$ cat config.mk
export PLATFORM = sky130hd
export DESIGN_NAME = dcs_channel
export DESIGN_NICKNAME = d
export VERILOG_FILES = /design/src/hdl/dcs_pkg.sv /design/src/hdl/dcs_channel.sv
export SDC_FILE = /design/constraint.sdc
export NUM_CORES = 1
export LEC_CHECK = 0
export BUFFER_PORTS_ARGS = -buffer_cell sky130_fd_sc_hd__buf_4
export CORE_MARGIN = 10
export CORE_UTILIZATION = 35
export DETAILED_ROUTE_END_ITERATION = 6
export PLACE_DENSITY = 0.64
export SYNTH_ARGS = -nofsm -noshare
export SYNTH_HDL_FRONTEND = slang
export SYNTH_SLANG_ARGS = --single-unit
$ cat constraint.sdc
create_clock -name sys_clk -period 4.7 [get_ports sys_clk]
set_input_delay 0.705 -clock sys_clk [delete_from_list [all_inputs] [get_ports sys_clk]]
set_output_delay 0.705 -clock sys_clk [all_outputs]
set_load 0.02 [all_outputs]
$ cat src/hdl/dcs_pkg.sv
package dcs_pkg;

	////////////////////////////////////////////////////////////////////////////////
	// Register byte offsets
	localparam logic [5:0] DCS_CCR_OFF = 6'h00;
	localparam logic [5:0] DCS_OCR_OFF = 6'h04;
	localparam logic [5:0] DCS_DCR_OFF = 6'h08;
	localparam logic [5:0] DCS_CSR_OFF = 6'h0c;
	localparam logic [5:0] DCS_MAR_OFF = 6'h10;
	localparam logic [5:0] DCS_MTC_OFF = 6'h14;
	localparam logic [5:0] DCS_BAR_OFF = 6'h18;
	localparam logic [5:0] DCS_BTC_OFF = 6'h1c;
	localparam logic [5:0] DCS_DAR_OFF = 6'h20;
	localparam logic [5:0] DCS_INT_OFF = 6'h24;

	// Channel control bits
	localparam int DCS_CCR_START = 0;
	localparam int DCS_CCR_ABORT = 1;
	// Operation control fields
	localparam int DCS_OCR_SIZE_LSB = 0;
	localparam int DCS_OCR_DUAL = 2;
	localparam int DCS_OCR_CHAIN_LSB = 3;
	localparam int DCS_OCR_CONT = 5;
	localparam int DCS_OCR_REQ_LSB = 6;
	localparam int DCS_OCR_MINC_LSB = 8;
	// Device control fields
	localparam int DCS_DCR_TYPE_LSB = 0;
	localparam int DCS_DCR_PORT16 = 2;
	localparam int DCS_DCR_LFN_LSB = 3;
	// Status bits
	localparam int DCS_CSR_DONE = 0;
	localparam int DCS_CSR_ERR = 1;
	localparam int DCS_CSR_ABRT = 2;
	localparam int DCS_CSR_ACT = 3;
	localparam int DCS_CSR_LTR = 4;
	localparam int DCS_CSR_LST = 5;

	// Widths and timing
	localparam int DCS_ADDR_W = 24;
	localparam int DCS_FC_W = 3;
	localparam int DCS_CNT_W = 16;
	localparam int DCS_PULSE_CLKS = 8;

	// Operand sizes
	localparam logic [1:0] DCS_SZ_BYTE = 2'h0;
	localparam logic [1:0] DCS_SZ_WORD = 2'h1;
	localparam logic [1:0] DCS_SZ_LONG = 2'h2;
	// Device types
	localparam logic [1:0] DCS_DEV_ASYNC = 2'h0;
	localparam logic [1:0] DCS_DEV_SYNC = 2'h1;
	localparam logic [1:0] DCS_DEV_ACK = 2'h2;
	localparam logic [1:0] DCS_DEV_ACKRDY = 2'h3;
	// Line functions
	localparam logic [1:0] DCS_LF_STATUS = 2'h0;
	localparam logic [1:0] DCS_LF_STATINT = 2'h1;
	localparam logic [1:0] DCS_LF_ABORT = 2'h2;
	localparam logic [1:0] DCS_LF_PULSE = 2'h3;
	// Chain modes
	localparam logic [1:0] DCS_CH_NONE = 2'h0;
	localparam logic [1:0] DCS_CH_ARRAY = 2'h2;
	localparam logic [1:0] DCS_CH_LINK = 2'h3;
	// Request methods
	localparam logic [1:0] DCS_RQ_MAX = 2'h0;
	localparam logic [1:0] DCS_RQ_LIM = 2'h1;
	// Address step modes
	localparam logic [1:0] DCS_AS_HOLD = 2'h0;
	localparam logic [1:0] DCS_AS_INC = 2'h1;
	localparam logic [1:0] DCS_AS_DEC = 2'h2;

	////////////////////////////////////////////////////////////////////////////////
	// Channel states
	typedef enum logic [2:0] {
		DCS_IDLE = 3'b000,
		DCS_FETCH = 3'b001,
		DCS_WAIT = 3'b010,
		DCS_MOVE = 3'b011,
		DCS_NEXT = 3'b100
	} dcs_state_type;

	// Memory pointer: function code plus address
	typedef struct packed {
		logic [DCS_FC_W-1:0] fc;
		logic [DCS_ADDR_W-1:0] addr;
	} dcs_ptr_type;

	// Avalon-MM slave request
	typedef struct packed {
		logic read;
		logic write;
		logic [5:0] address;
		logic [31:0] writedata;
	} dcs_avm_req_type;

	// Transfer engine request to system bus mover
	typedef struct packed {
		logic valid;
		logic table_fetch;
		dcs_ptr_type mem;
		dcs_ptr_type dev;
		logic [1:0] size;
		logic dual;
		logic [1:0] dev_type;
		logic port16;
	} dcs_xfer_req_type;

	// Mover response
	typedef struct packed {
		logic done;
		logic bus_error;
		logic periph_done;
		dcs_ptr_type tbl_mem;
		logic [DCS_CNT_W-1:0] tbl_count;
		logic [DCS_ADDR_W-1:0] tbl_link;
	} dcs_xfer_rsp_type;

endpackage

$ cat src/hdl/dcs_channel.sv
// Chosen here: the register addresses and the Avalon-MM register port.
`timescale 1ns/1ps
// Function
// - Start bit begins channel, awaits first request
// - Chained start fetches first table entry
// - One operand moved per honoured request
// - Chained block end reloads from table
// - Continue mode reloads from base registers
// - Done, count zero, error, aborts terminate
// - Pointer is 24-bit address, 3-bit code
// - 16-bit count decrements; address steps
// - Even address holds high-order byte
// - Word and long operands need even address
// - Operand size from operation control field
// - Device control selects type and port
// - Ports 8/16 bits, accessed full width
// - Line is ready or enable clock
// - Otherwise line has one of four functions
// - Line level readable in status register
// - Falling line edge sets transition bit
// - Status-interrupt function raises interrupt request
// - Abort function terminates, status shows abort
// - Start pulse drives line low eight clocks
// - Single-address size mismatches are illegal
// - Dual byte on 16-bit needs internal requests
module dcs_channel #(
	parameter int PULSE_CLKS = dcs_pkg::DCS_PULSE_CLKS
) (
	// Clock and reset
	input wire logic sys_clk,
	input wire logic rst_n,
	// Avalon-MM slave
	input wire logic [5:0] avs_address,
	input wire logic avs_read,
	input wire logic avs_write,
	input wire logic [31:0] avs_writedata,
	output logic [31:0] avs_readdata,
	output logic avs_waitrequest,
	// Requests and aborts from outside
	input wire logic xfer_request,
	input wire logic ext_abort,
	// Peripheral control line (three signals) and its decoded outputs
	input wire logic peripheral_control_line_in,
	output logic peripheral_control_line_out,
	output logic peripheral_control_line_oe_n,
	output logic device_ready,
	output logic sync_enable_clk,
	output logic line_irq,
	// Transfer engine to bus mover
	output dcs_pkg::dcs_xfer_req_type xfer_req,
	input wire dcs_pkg::dcs_xfer_rsp_type xfer_rsp
);
	import dcs_pkg::*;

	////////////////////////////////////////////////////////////////////////////////
	// State
	typedef struct packed {
		dcs_state_type st;
		logic [9:0] operation_control_reg;
		logic [4:0] device_control_reg;
		logic int_en;
		dcs_ptr_type memory_address_reg;
		logic [DCS_CNT_W-1:0] mtc;
		dcs_ptr_type bar;
		logic [DCS_CNT_W-1:0] btc;
		dcs_ptr_type device_address_reg;
		logic done_f;
		logic err_f;
		logic abrt_f;
		logic ltr_f;
		logic line_prev;
		logic [3:0] pulse_cnt;
		logic rd_ack;
		logic [31:0] rdata;
	} dcs_regs_type;

	dcs_regs_type r_q;
	dcs_regs_type r_d;

	logic [1:0] size_w;
	logic [1:0] dtype_w;
	logic [1:0] lfn_w;
	logic [1:0] chain_w;
	logic [1:0] req_w;
	logic [1:0] minc_w;
	logic legal_w;
	logic line_fall_w;
	logic sw_start_w;
	logic sw_abort_w;
	logic line_abort_w;
	logic kill_w;
	logic wr_w;

	////////////////////////////////////////////////////////////////////////////////
	// Helpers

	// Bytes per operand
	function automatic logic [2:0] op_bytes(input logic [1:0] sz);
		case (sz)
			DCS_SZ_BYTE: op_bytes = 3'h1;
			DCS_SZ_WORD: op_bytes = 3'h2;
			default: op_bytes = 3'h4;
		endcase
	endfunction

	// Size, port and protocol legality check
	function automatic logic combo_ok(input logic [1:0] sz, input logic p16, input logic dual,
		input logic [1:0] rq, input logic [1:0] dt, input logic [DCS_ADDR_W-1:0] ma);
		logic ok;
		ok = (sz != 2'h3);
		if (!dual) begin
			ok = ok && (p16 ? (sz == DCS_SZ_WORD) : (sz == DCS_SZ_BYTE));
		end else if (p16 && sz == DCS_SZ_BYTE) begin
			ok = ok && (rq == DCS_RQ_MAX || rq == DCS_RQ_LIM);
		end
		if (dual && !p16 && dt == DCS_DEV_ASYNC && (rq == DCS_RQ_MAX || rq == DCS_RQ_LIM)) begin
			ok = 1'b0;
		end
		if (sz != DCS_SZ_BYTE && ma[0]) begin
			ok = 1'b0;
		end
		combo_ok = ok;
	endfunction

	// Step a pointer by the operand size
	function automatic logic [DCS_ADDR_W-1:0] step(input logic [DCS_ADDR_W-1:0] a, input logic [1:0] md,
		input logic [1:0] sz);
		logic [DCS_ADDR_W-1:0] d;
		d = {{(DCS_ADDR_W-3){1'b0}}, op_bytes(sz)};
		case (md)
			DCS_AS_INC: step = a + d;
			DCS_AS_DEC: step = a - d;
			default: step = a;
		endcase
	endfunction

	////////////////////////////////////////////////////////////////////////////////
	// Decodes
	assign size_w = r_q.operation_control_reg[DCS_OCR_SIZE_LSB +: 2];
	assign chain_w = r_q.operation_control_reg[DCS_OCR_CHAIN_LSB +: 2];
	assign req_w = r_q.operation_control_reg[DCS_OCR_REQ_LSB +: 2];
	assign minc_w = r_q.operation_control_reg[DCS_OCR_MINC_LSB +: 2];
	assign dtype_w = r_q.device_control_reg[DCS_DCR_TYPE_LSB +: 2];
	assign lfn_w = r_q.device_control_reg[DCS_DCR_LFN_LSB +: 2];
	assign legal_w = combo_ok(size_w, r_q.device_control_reg[DCS_DCR_PORT16], r_q.operation_control_reg[DCS_OCR_DUAL], req_w, dtype_w,
		r_q.memory_address_reg.addr);
	assign line_fall_w = r_q.line_prev && !peripheral_control_line_in;
	assign wr_w = avs_write && !avs_read;
	assign sw_start_w = wr_w && avs_address == DCS_CCR_OFF && avs_writedata[DCS_CCR_START];
	assign sw_abort_w = wr_w && avs_address == DCS_CCR_OFF && avs_writedata[DCS_CCR_ABORT];
	assign line_abort_w = lfn_w == DCS_LF_ABORT && dtype_w != DCS_DEV_SYNC && dtype_w != DCS_DEV_ACKRDY
		&& (r_q.ltr_f || line_fall_w);
	assign kill_w = sw_abort_w || ext_abort || line_abort_w;

	////////////////////////////////////////////////////////////////////////////////
	// Next state
	always_comb begin
		r_d = r_q;
		r_d.rd_ack = 1'b0;
		r_d.line_prev = peripheral_control_line_in;
		if (line_fall_w) begin
			r_d.ltr_f = 1'b1;
		end
		if (r_q.pulse_cnt != 4'h0) begin
			r_d.pulse_cnt = r_q.pulse_cnt - 4'h1;
		end
		// Register writes
		if (wr_w && r_q.st == DCS_IDLE) begin
			case (avs_address)
				DCS_OCR_OFF: r_d.operation_control_reg = avs_writedata[9:0];
				DCS_DCR_OFF: r_d.device_control_reg = avs_writedata[4:0];
				DCS_MAR_OFF: r_d.memory_address_reg = avs_writedata[26:0];
				DCS_MTC_OFF: r_d.mtc = avs_writedata[15:0];
				DCS_BAR_OFF: r_d.bar = avs_writedata[26:0];
				DCS_BTC_OFF: r_d.btc = avs_writedata[15:0];
				DCS_DAR_OFF: r_d.device_address_reg = avs_writedata[26:0];
				default: r_d.int_en = r_q.int_en;
			endcase
		end
		if (wr_w && avs_address == DCS_INT_OFF) begin
			r_d.int_en = avs_writedata[0];
		end
		// Status clear by writing ones; new events win
		if (wr_w && avs_address == DCS_CSR_OFF) begin
			r_d.done_f = r_q.done_f && !avs_writedata[DCS_CSR_DONE];
			r_d.err_f = r_q.err_f && !avs_writedata[DCS_CSR_ERR];
			r_d.abrt_f = r_q.abrt_f && !avs_writedata[DCS_CSR_ABRT];
			r_d.ltr_f = (r_q.ltr_f && !avs_writedata[DCS_CSR_LTR]) || line_fall_w;
		end
		// Register reads
		if (avs_read && !r_q.rd_ack) begin
			r_d.rd_ack = 1'b1;
			case (avs_address)
				DCS_CCR_OFF: r_d.rdata = {31'h0, r_q.st != DCS_IDLE};
				DCS_OCR_OFF: r_d.rdata = {22'h0, r_q.operation_control_reg};
				DCS_DCR_OFF: r_d.rdata = {27'h0, r_q.device_control_reg};
				DCS_CSR_OFF: r_d.rdata = {26'h0, peripheral_control_line_in, r_q.ltr_f,
					r_q.st != DCS_IDLE, r_q.abrt_f, r_q.err_f, r_q.done_f};
				DCS_MAR_OFF: r_d.rdata = {5'h0, r_q.memory_address_reg};
				DCS_MTC_OFF: r_d.rdata = {16'h0, r_q.mtc};
				DCS_BAR_OFF: r_d.rdata = {5'h0, r_q.bar};
				DCS_BTC_OFF: r_d.rdata = {16'h0, r_q.btc};
				DCS_DAR_OFF: r_d.rdata = {5'h0, r_q.device_address_reg};
				DCS_INT_OFF: r_d.rdata = {31'h0, r_q.int_en};
				default: r_d.rdata = 32'h0;
			endcase
		end
		// Channel sequence
		case (r_q.st)
			DCS_IDLE: begin
				if (sw_start_w) begin
					if (!legal_w) begin
						r_d.err_f = 1'b1;
					end else begin
						if (lfn_w == DCS_LF_PULSE) begin
							r_d.pulse_cnt = PULSE_CLKS[3:0];
						end
						r_d.st = (chain_w == DCS_CH_NONE) ? DCS_WAIT : DCS_FETCH;
					end
				end
			end
			DCS_FETCH: begin
				if (kill_w) begin
					r_d.abrt_f = 1'b1;
					r_d.st = DCS_IDLE;
				end else if (xfer_rsp.done) begin
					if (xfer_rsp.bus_error) begin
						r_d.err_f = 1'b1;
						r_d.st = DCS_IDLE;
					end else begin
						r_d.memory_address_reg = xfer_rsp.tbl_mem;
						r_d.mtc = xfer_rsp.tbl_count;
						if (chain_w == DCS_CH_LINK) begin
							r_d.bar.addr = xfer_rsp.tbl_link;
						end else begin
							r_d.bar.addr = r_q.bar.addr + 24'h6;
							r_d.btc = r_q.btc - 16'h1;
						end
						r_d.st = DCS_WAIT;
					end
				end
			end
			DCS_WAIT: begin
				if (kill_w) begin
					r_d.abrt_f = 1'b1;
					r_d.st = DCS_IDLE;
				end else if (xfer_request || req_w == DCS_RQ_MAX) begin
					r_d.st = DCS_MOVE;
				end
			end
			DCS_MOVE: begin
				if (xfer_rsp.done) begin
					if (xfer_rsp.bus_error) begin
						r_d.err_f = 1'b1;
						r_d.st = DCS_IDLE;
					end else begin
						r_d.memory_address_reg.addr = step(r_q.memory_address_reg.addr, minc_w, size_w);
						r_d.mtc = r_q.mtc - 16'h1;
						r_d.st = xfer_rsp.periph_done ? DCS_IDLE : DCS_NEXT;
						r_d.done_f = r_d.done_f || xfer_rsp.periph_done;
					end
				end else if (kill_w) begin
					r_d.abrt_f = 1'b1;
					r_d.st = DCS_IDLE;
				end
			end
			DCS_NEXT: begin
				if (kill_w) begin
					r_d.abrt_f = 1'b1;
					r_d.st = DCS_IDLE;
				end else if (r_q.mtc != 16'h0) begin
					r_d.st = DCS_WAIT;
				end else if (chain_w == DCS_CH_LINK && r_q.bar.addr != 24'h0) begin
					r_d.st = DCS_FETCH;
				end else if (chain_w == DCS_CH_ARRAY && r_q.btc != 16'h0) begin
					r_d.st = DCS_FETCH;
				end else if (chain_w == DCS_CH_NONE && r_q.operation_control_reg[DCS_OCR_CONT]) begin
					r_d.memory_address_reg = r_q.bar;
					r_d.mtc = r_q.btc;
					r_d.st = DCS_WAIT;
				end else begin
					r_d.done_f = 1'b1;
					r_d.st = DCS_IDLE;
				end
			end
			default: r_d.st = DCS_IDLE;
		endcase
		if (!rst_n) begin
			r_d = '0;
			r_d.line_prev = 1'b1;
		end
	end

	////////////////////////////////////////////////////////////////////////////////
	// Register stage
	always_ff @(posedge sys_clk) begin
		r_q <= r_d;
	end

	////////////////////////////////////////////////////////////////////////////////
	// Outputs
	assign avs_readdata = r_q.rdata;
	assign avs_waitrequest = avs_read && !r_q.rd_ack;
	assign peripheral_control_line_out = 1'b0;
	assign peripheral_control_line_oe_n = !(r_q.pulse_cnt != 4'h0 && dtype_w != DCS_DEV_SYNC
		&& dtype_w != DCS_DEV_ACKRDY && lfn_w == DCS_LF_PULSE);
	assign device_ready = dtype_w == DCS_DEV_ACKRDY && !peripheral_control_line_in;
	assign sync_enable_clk = dtype_w == DCS_DEV_SYNC && peripheral_control_line_in;
	assign line_irq = lfn_w == DCS_LF_STATINT && dtype_w != DCS_DEV_SYNC && dtype_w != DCS_DEV_ACKRDY
		&& r_q.ltr_f && r_q.int_en;

	// Bus mover request; port width is passed through for full-width access
	always_comb begin
		xfer_req = '0;
		xfer_req.valid = r_q.st == DCS_MOVE || r_q.st == DCS_FETCH;
		xfer_req.table_fetch = r_q.st == DCS_FETCH;
		xfer_req.mem = (r_q.st == DCS_FETCH) ? r_q.bar : r_q.memory_address_reg;
		xfer_req.dev = r_q.device_address_reg;
		xfer_req.size = size_w;
		xfer_req.dual = r_q.operation_control_reg[DCS_OCR_DUAL];
		xfer_req.dev_type = dtype_w;
		xfer_req.port16 = r_q.device_control_reg[DCS_DCR_PORT16];
	end

endmodule

== Word-level counts from Yosys, hierarchy flattened ==
Cells that the tools add are included.
Cells by class
  $add $sub $neg: 6
  equal/unequal tests: 33
  multiplexer cells: 80
  reductions and logical operators: 71
Operators by type and width (number)
  $mux 43: 8
  $pmux 27 s10: 1
  $mux 40: 6
  $pmux 40 s3: 1
  $mux 113: 1
  $mux 27: 4
  $mux 3: 17
  $mux 16: 3
  $pmux 24 s2: 1
  $logic_and 1x1->1: 35
  $mux 33: 1
  $reduce_bool 16->1: 2
  $sub 16x1->16 const B: 2
  $add 24x3->24: 1
  $add 24x3->24 const B: 1
  $eq 6x5->1 const B: 4
  $mux 24: 1
  $mux 4: 6
  $reduce_bool 24->1: 1
  $sub 24x3->24: 1
  $mux 1: 20
  $pmux 3 s5: 1
  $eq 2x2->1 const B: 6
  $eq 6x4->1 const B: 2
  27 further kinds: 64
Word-level totals
  register bits: 174
  input bits: 115
  output and inout bits: 100
  logic and storage cells: 210

== Depth between registers and ports, before layout ==
  depth in word-level cells: 10
  mapped depth: 13
  mapped depth without buffers: 13

== Worst setup path before layout ==
Ideal clock, no wire load.
  path kind: register -> register
  start point: register r_q, in the netlist xfer_req[4]
  end point: register r_q[146] (netlist bit)
  setup time: 0.070 ns
  data arrival time: 3.355 ns
  slack: 1.275 ns
  cell stages (with the launch flop): 14
  path buffers: 0
  cells stage by stage: dfxtp_1 > or2_2 > ha_1 > nand2_1 > o21a_1 > fa_1 > a211oi_1 > nor4_1 > o311ai_0 > o21ai_0 > o21a_1 > mux2_2 > nand2b_1 > a21oi_1
Between the ends
  word-level cells in the longest chain between the ends: 10
  elaborated cells on any way between the ends: 12
  classes of those cells: 2 x add/sub; 1 x eq/ne; 8 x mux; 1 x reduce/logical
RTL lines
  from (decl): line dcs_channel.sv:77  | dcs_regs_type r_q;
  from (signal assigned): line dcs_channel.sv:297  | r_q <= r_d;
  $eq 2x1->1 / $logic_not 2->1 (equally long branches): line dcs_channel.sv:99  | case (sz)
  $pmux 3 s2 (*): line dcs_channel.sv:99
  $mux 3 (*): line dcs_channel.sv:253  | if (xfer_rsp.bus_error) begin
  $mux 3 (*): line dcs_channel.sv:252  | if (xfer_rsp.done) begin
  $mux 3 (*): line dcs_channel.sv:209  | case (r_q.st)
  $sub 24x3->24 / $add 24x3->24 (equally long branches): line dcs_channel.sv:132, dcs_channel.sv:131
  $pmux 24 s2 (*): line dcs_channel.sv:130  | case (md)
  $mux 40 (*): line dcs_channel.sv:253
  $mux 40 (*): line dcs_channel.sv:252
  $pmux 40 s3 (*): line dcs_channel.sv:209
Mark *: on every way between the ends. The rest lies on a longest branch, timed or not. The select of a mux whose other input is x is not followed.
A chain may end at the register's enable or synchronous reset.

== Worst setup path in the final report ==
  start point: register r_q, in the netlist xfer_req[5]
  end point: register r_q[148] (netlist bit)
The elaborated chain is that of the path after synthesis.

==> metrics <==
via count=13560; post-DR vias/cell=6.073; H-tree depth=4; CTS root buf=clkbuf_16; post-synthesis sequential area ratio=27.52%; vias in the first global route=12970; commonest cells in the netlist=nand2_1 (322), dfxtp_1 (169), a21oi_1 (120); Tot GR Track Use=23.61%; post-CTS setup buffer count=0; Mapped Area=12290 um^2; crit-path max cell delay=0.44 ns; Post-synth top flop=dfxtp_1; clock insertion delay at the later pin of the skew report=0.45 ns; largest net degree at the start of global routing=73; outcome=finished, final reports clean; area share of the largest cell type after synthesis=27.52%; die span in x=207.4 um; Critical path buffers and inverters=1; max-slew violations=0; GRT overflow=0; area leader, netlist=dfxtp_1; Distinct cells, synth=77; HPWL after DPL=39.85 mm; fraction of layout cells with a size suffix above 1=17.21%; drt total wl=53.31 mm; Crit-path slowest cell=a211oi_1; initial antenna violation count=0; DRC viols=0; core area=34630 um^2; Total Power=3421 uW; Setup Slack @ Placement=0.8706 ns; Final setup violation count=0; Final Net Count=1910; power per cell area=238.8 nW/um^2; average size of a mapped cell=7.253 um^2; Area contributors post-synth=dfxtp_1 (28%), nand2_1 (9.8%), a21oi_1 (4.9%); Arr. time, crit path=4.22 ns; Leakage=0.005650 uW; Final Wtd Congestion=0.9301; Final Hold Fails=0; synth-to-layout area growth=16.51%; Synth Register Bits=169; Initial Util=35.50%; Async S/R FF share, synth=0%; Critical Path RT=5.05 ns; Post-Layout Inst Area=14320 um^2; Cell Rows=68; final period utilization=82.44%; Post-Layout Cell Count=2233; FMAX=0.2581 GHz; peak supply drop=157.9 uV; top-count cell post-synth=nand2_1; Clk pin slew, worst setup/hold paths=0.07 ns; first-pass GRT wire length=80.48 mm; Hold-fix buffers, CTS=0; die outline height=207.4 um; CTS Buf Count=17; Routed Antenna Nets=0; Wirelength per Cell=23.87 um; final worst slack=0.8252 ns; drt initial violations=1758; critical path's most frequent cell=a211oi_1; setup_tns=0 ns; Critical Path, Cell by Cell=or2_2, ha_1, nand2_1, o21a_1, fa_1, a211oi_1, nor4_1, o311ai_0, buf_4, o21ai_0, a211oi_1, xor2_1, o221a_2, nor2_1; CTS Buffer Depth=2; Cells after Synth=1695; DP Area=13770 um^2; crit end category=flop; worst slew pin tran=1.200 ns; DP Cell Count=2201; clk sinks=169; Fin Clk Skew=0.01193 ns; CTS tree=yes; port bufs=203; max-cap viol count=0; die area=43020 um^2; CTS-repair resized insts=0; Top delay family on crit path=compound AO/OA/AOI/OAI gates; CP max FO=8; Diodes inserted=0; drt first pass iters=6; startpoint types=flop; RSZ-0062 raised after global routing=no; I/O pins=215; Slew Limit Headroom=19.81%; yosys warns=0; Post-synth EDFFs=0; critical setup path kind=flop to flop; worst min-delay path category=primary input to flop; post-route minimum period=3.875 ns
-- placed cells by master (no fill, tap or decap), types with 11 or more instances in the layout --
| cell | n |
|---|---|
| nand2b_1 | 20 |
| and3_1 | 20 |
| nor2b_1 | 18 |
| a31oi_1 | 14 |
| buf_4 | 247 |
| and2_1 | 11 |
| nand4_1 | 13 |
| o21ai_0 | 112 |
| mux2i_1 | 25 |
| a222oi_1 | 18 |
| a22o_1 | 16 |
| xor2_1 | 21 |
| clkbuf_16 | 17 |
| or3_1 | 14 |
| nand3_1 | 63 |
| a22oi_1 | 18 |
| a21oi_1 | 120 |
| nand2_1 | 322 |
| nor3_1 | 34 |
| dfxtp_1 | 169 |
| inv_1 | 27 |
| ha_1 | 29 |
| nor2_1 | 95 |
| xnor2_1 | 20 |
| a21o_1 | 15 |
| a21boi_0 | 57 |
| o21a_1 | 12 |
| a211oi_1 | 13 |
| nor4_1 | 15 |
| a221oi_1 | 48 |
| o211ai_1 | 20 |
| o211a_1 | 17 |
-- routing by layer --
| layer | wire length (um) | track usage [%] | part of all wire, % | vias to the layer above |
|---|---|---|---|---|
| li1 | - | - | - | 6220 |
| met1 | 21670 | 31.09 | 41 | 6382 |
| met2 | 24190 | 36.97 | 45 | 836 |
| met3 | 5580 | 4.738 | 10 | 122 |
| met4 | 1863 | 9.333 | 3.5 | 0 |
| met5 | 0 | 0 | 0 | - |
-- state kept, by name (all words and copies together), names as in the netlist --
register / flops
r_q: 103
lfn_w: 2
avs_readdata: 27
chain_w: 2
xfer_req: 33
minc_w: 2
-- stage by stage --
step	hold WS (ns)	util, %
after floorplan	0.4564	-
after global placement	0.4670	39.75
after detailed placement	0.4821	39.75
after CTS	0.4384	41.36
after global routing	0.4466	41.36
final	0.4432	41.36
-- report_power, final --
group	total (uW)	internal, uW	switching, uW
sequential	1510	1470	43.0
clock	1400	746	658
combinational	503	203	300
-- final cells by class --
cell class	count	area (um^2)
timing repair buffer	247	1854
multi-input combinational	1302	7854
clock buffer	18	439.2
fill	3554	20300
inverter	28	105.1
sequential	169	3383
tap	455	569.3
clock inverter	14	118.9
-- logic make-up after synthesis --
family / count (synthesis) / share of synthesized area [%]
flops: 169 / 27.52
xor+xnor: 41 / 2.921
other cells: 1 / 0.03050
simple gates: 662 / 25.16
compound gates: 537 / 29.91
fa+ha+maj: 30 / 3.114
mux: 26 / 2.127
buf+inv: 229 / 9.220
-- path summary, 6_finish.rpt --
kind	startpoint	depth (start not counted)	slack, ns	end
setup / recovery	xfer_req[5]	14	0.83	r_q[148]
hold / removal	xfer_rsp[67]	2	0.44	r_q[173]
setup reg to reg	xfer_req[5]	14	0.83	r_q[148]
hold reg to reg	xfer_req[28]	2	0.49	xfer_req[28]
Power figures use the tool's default switching activity.
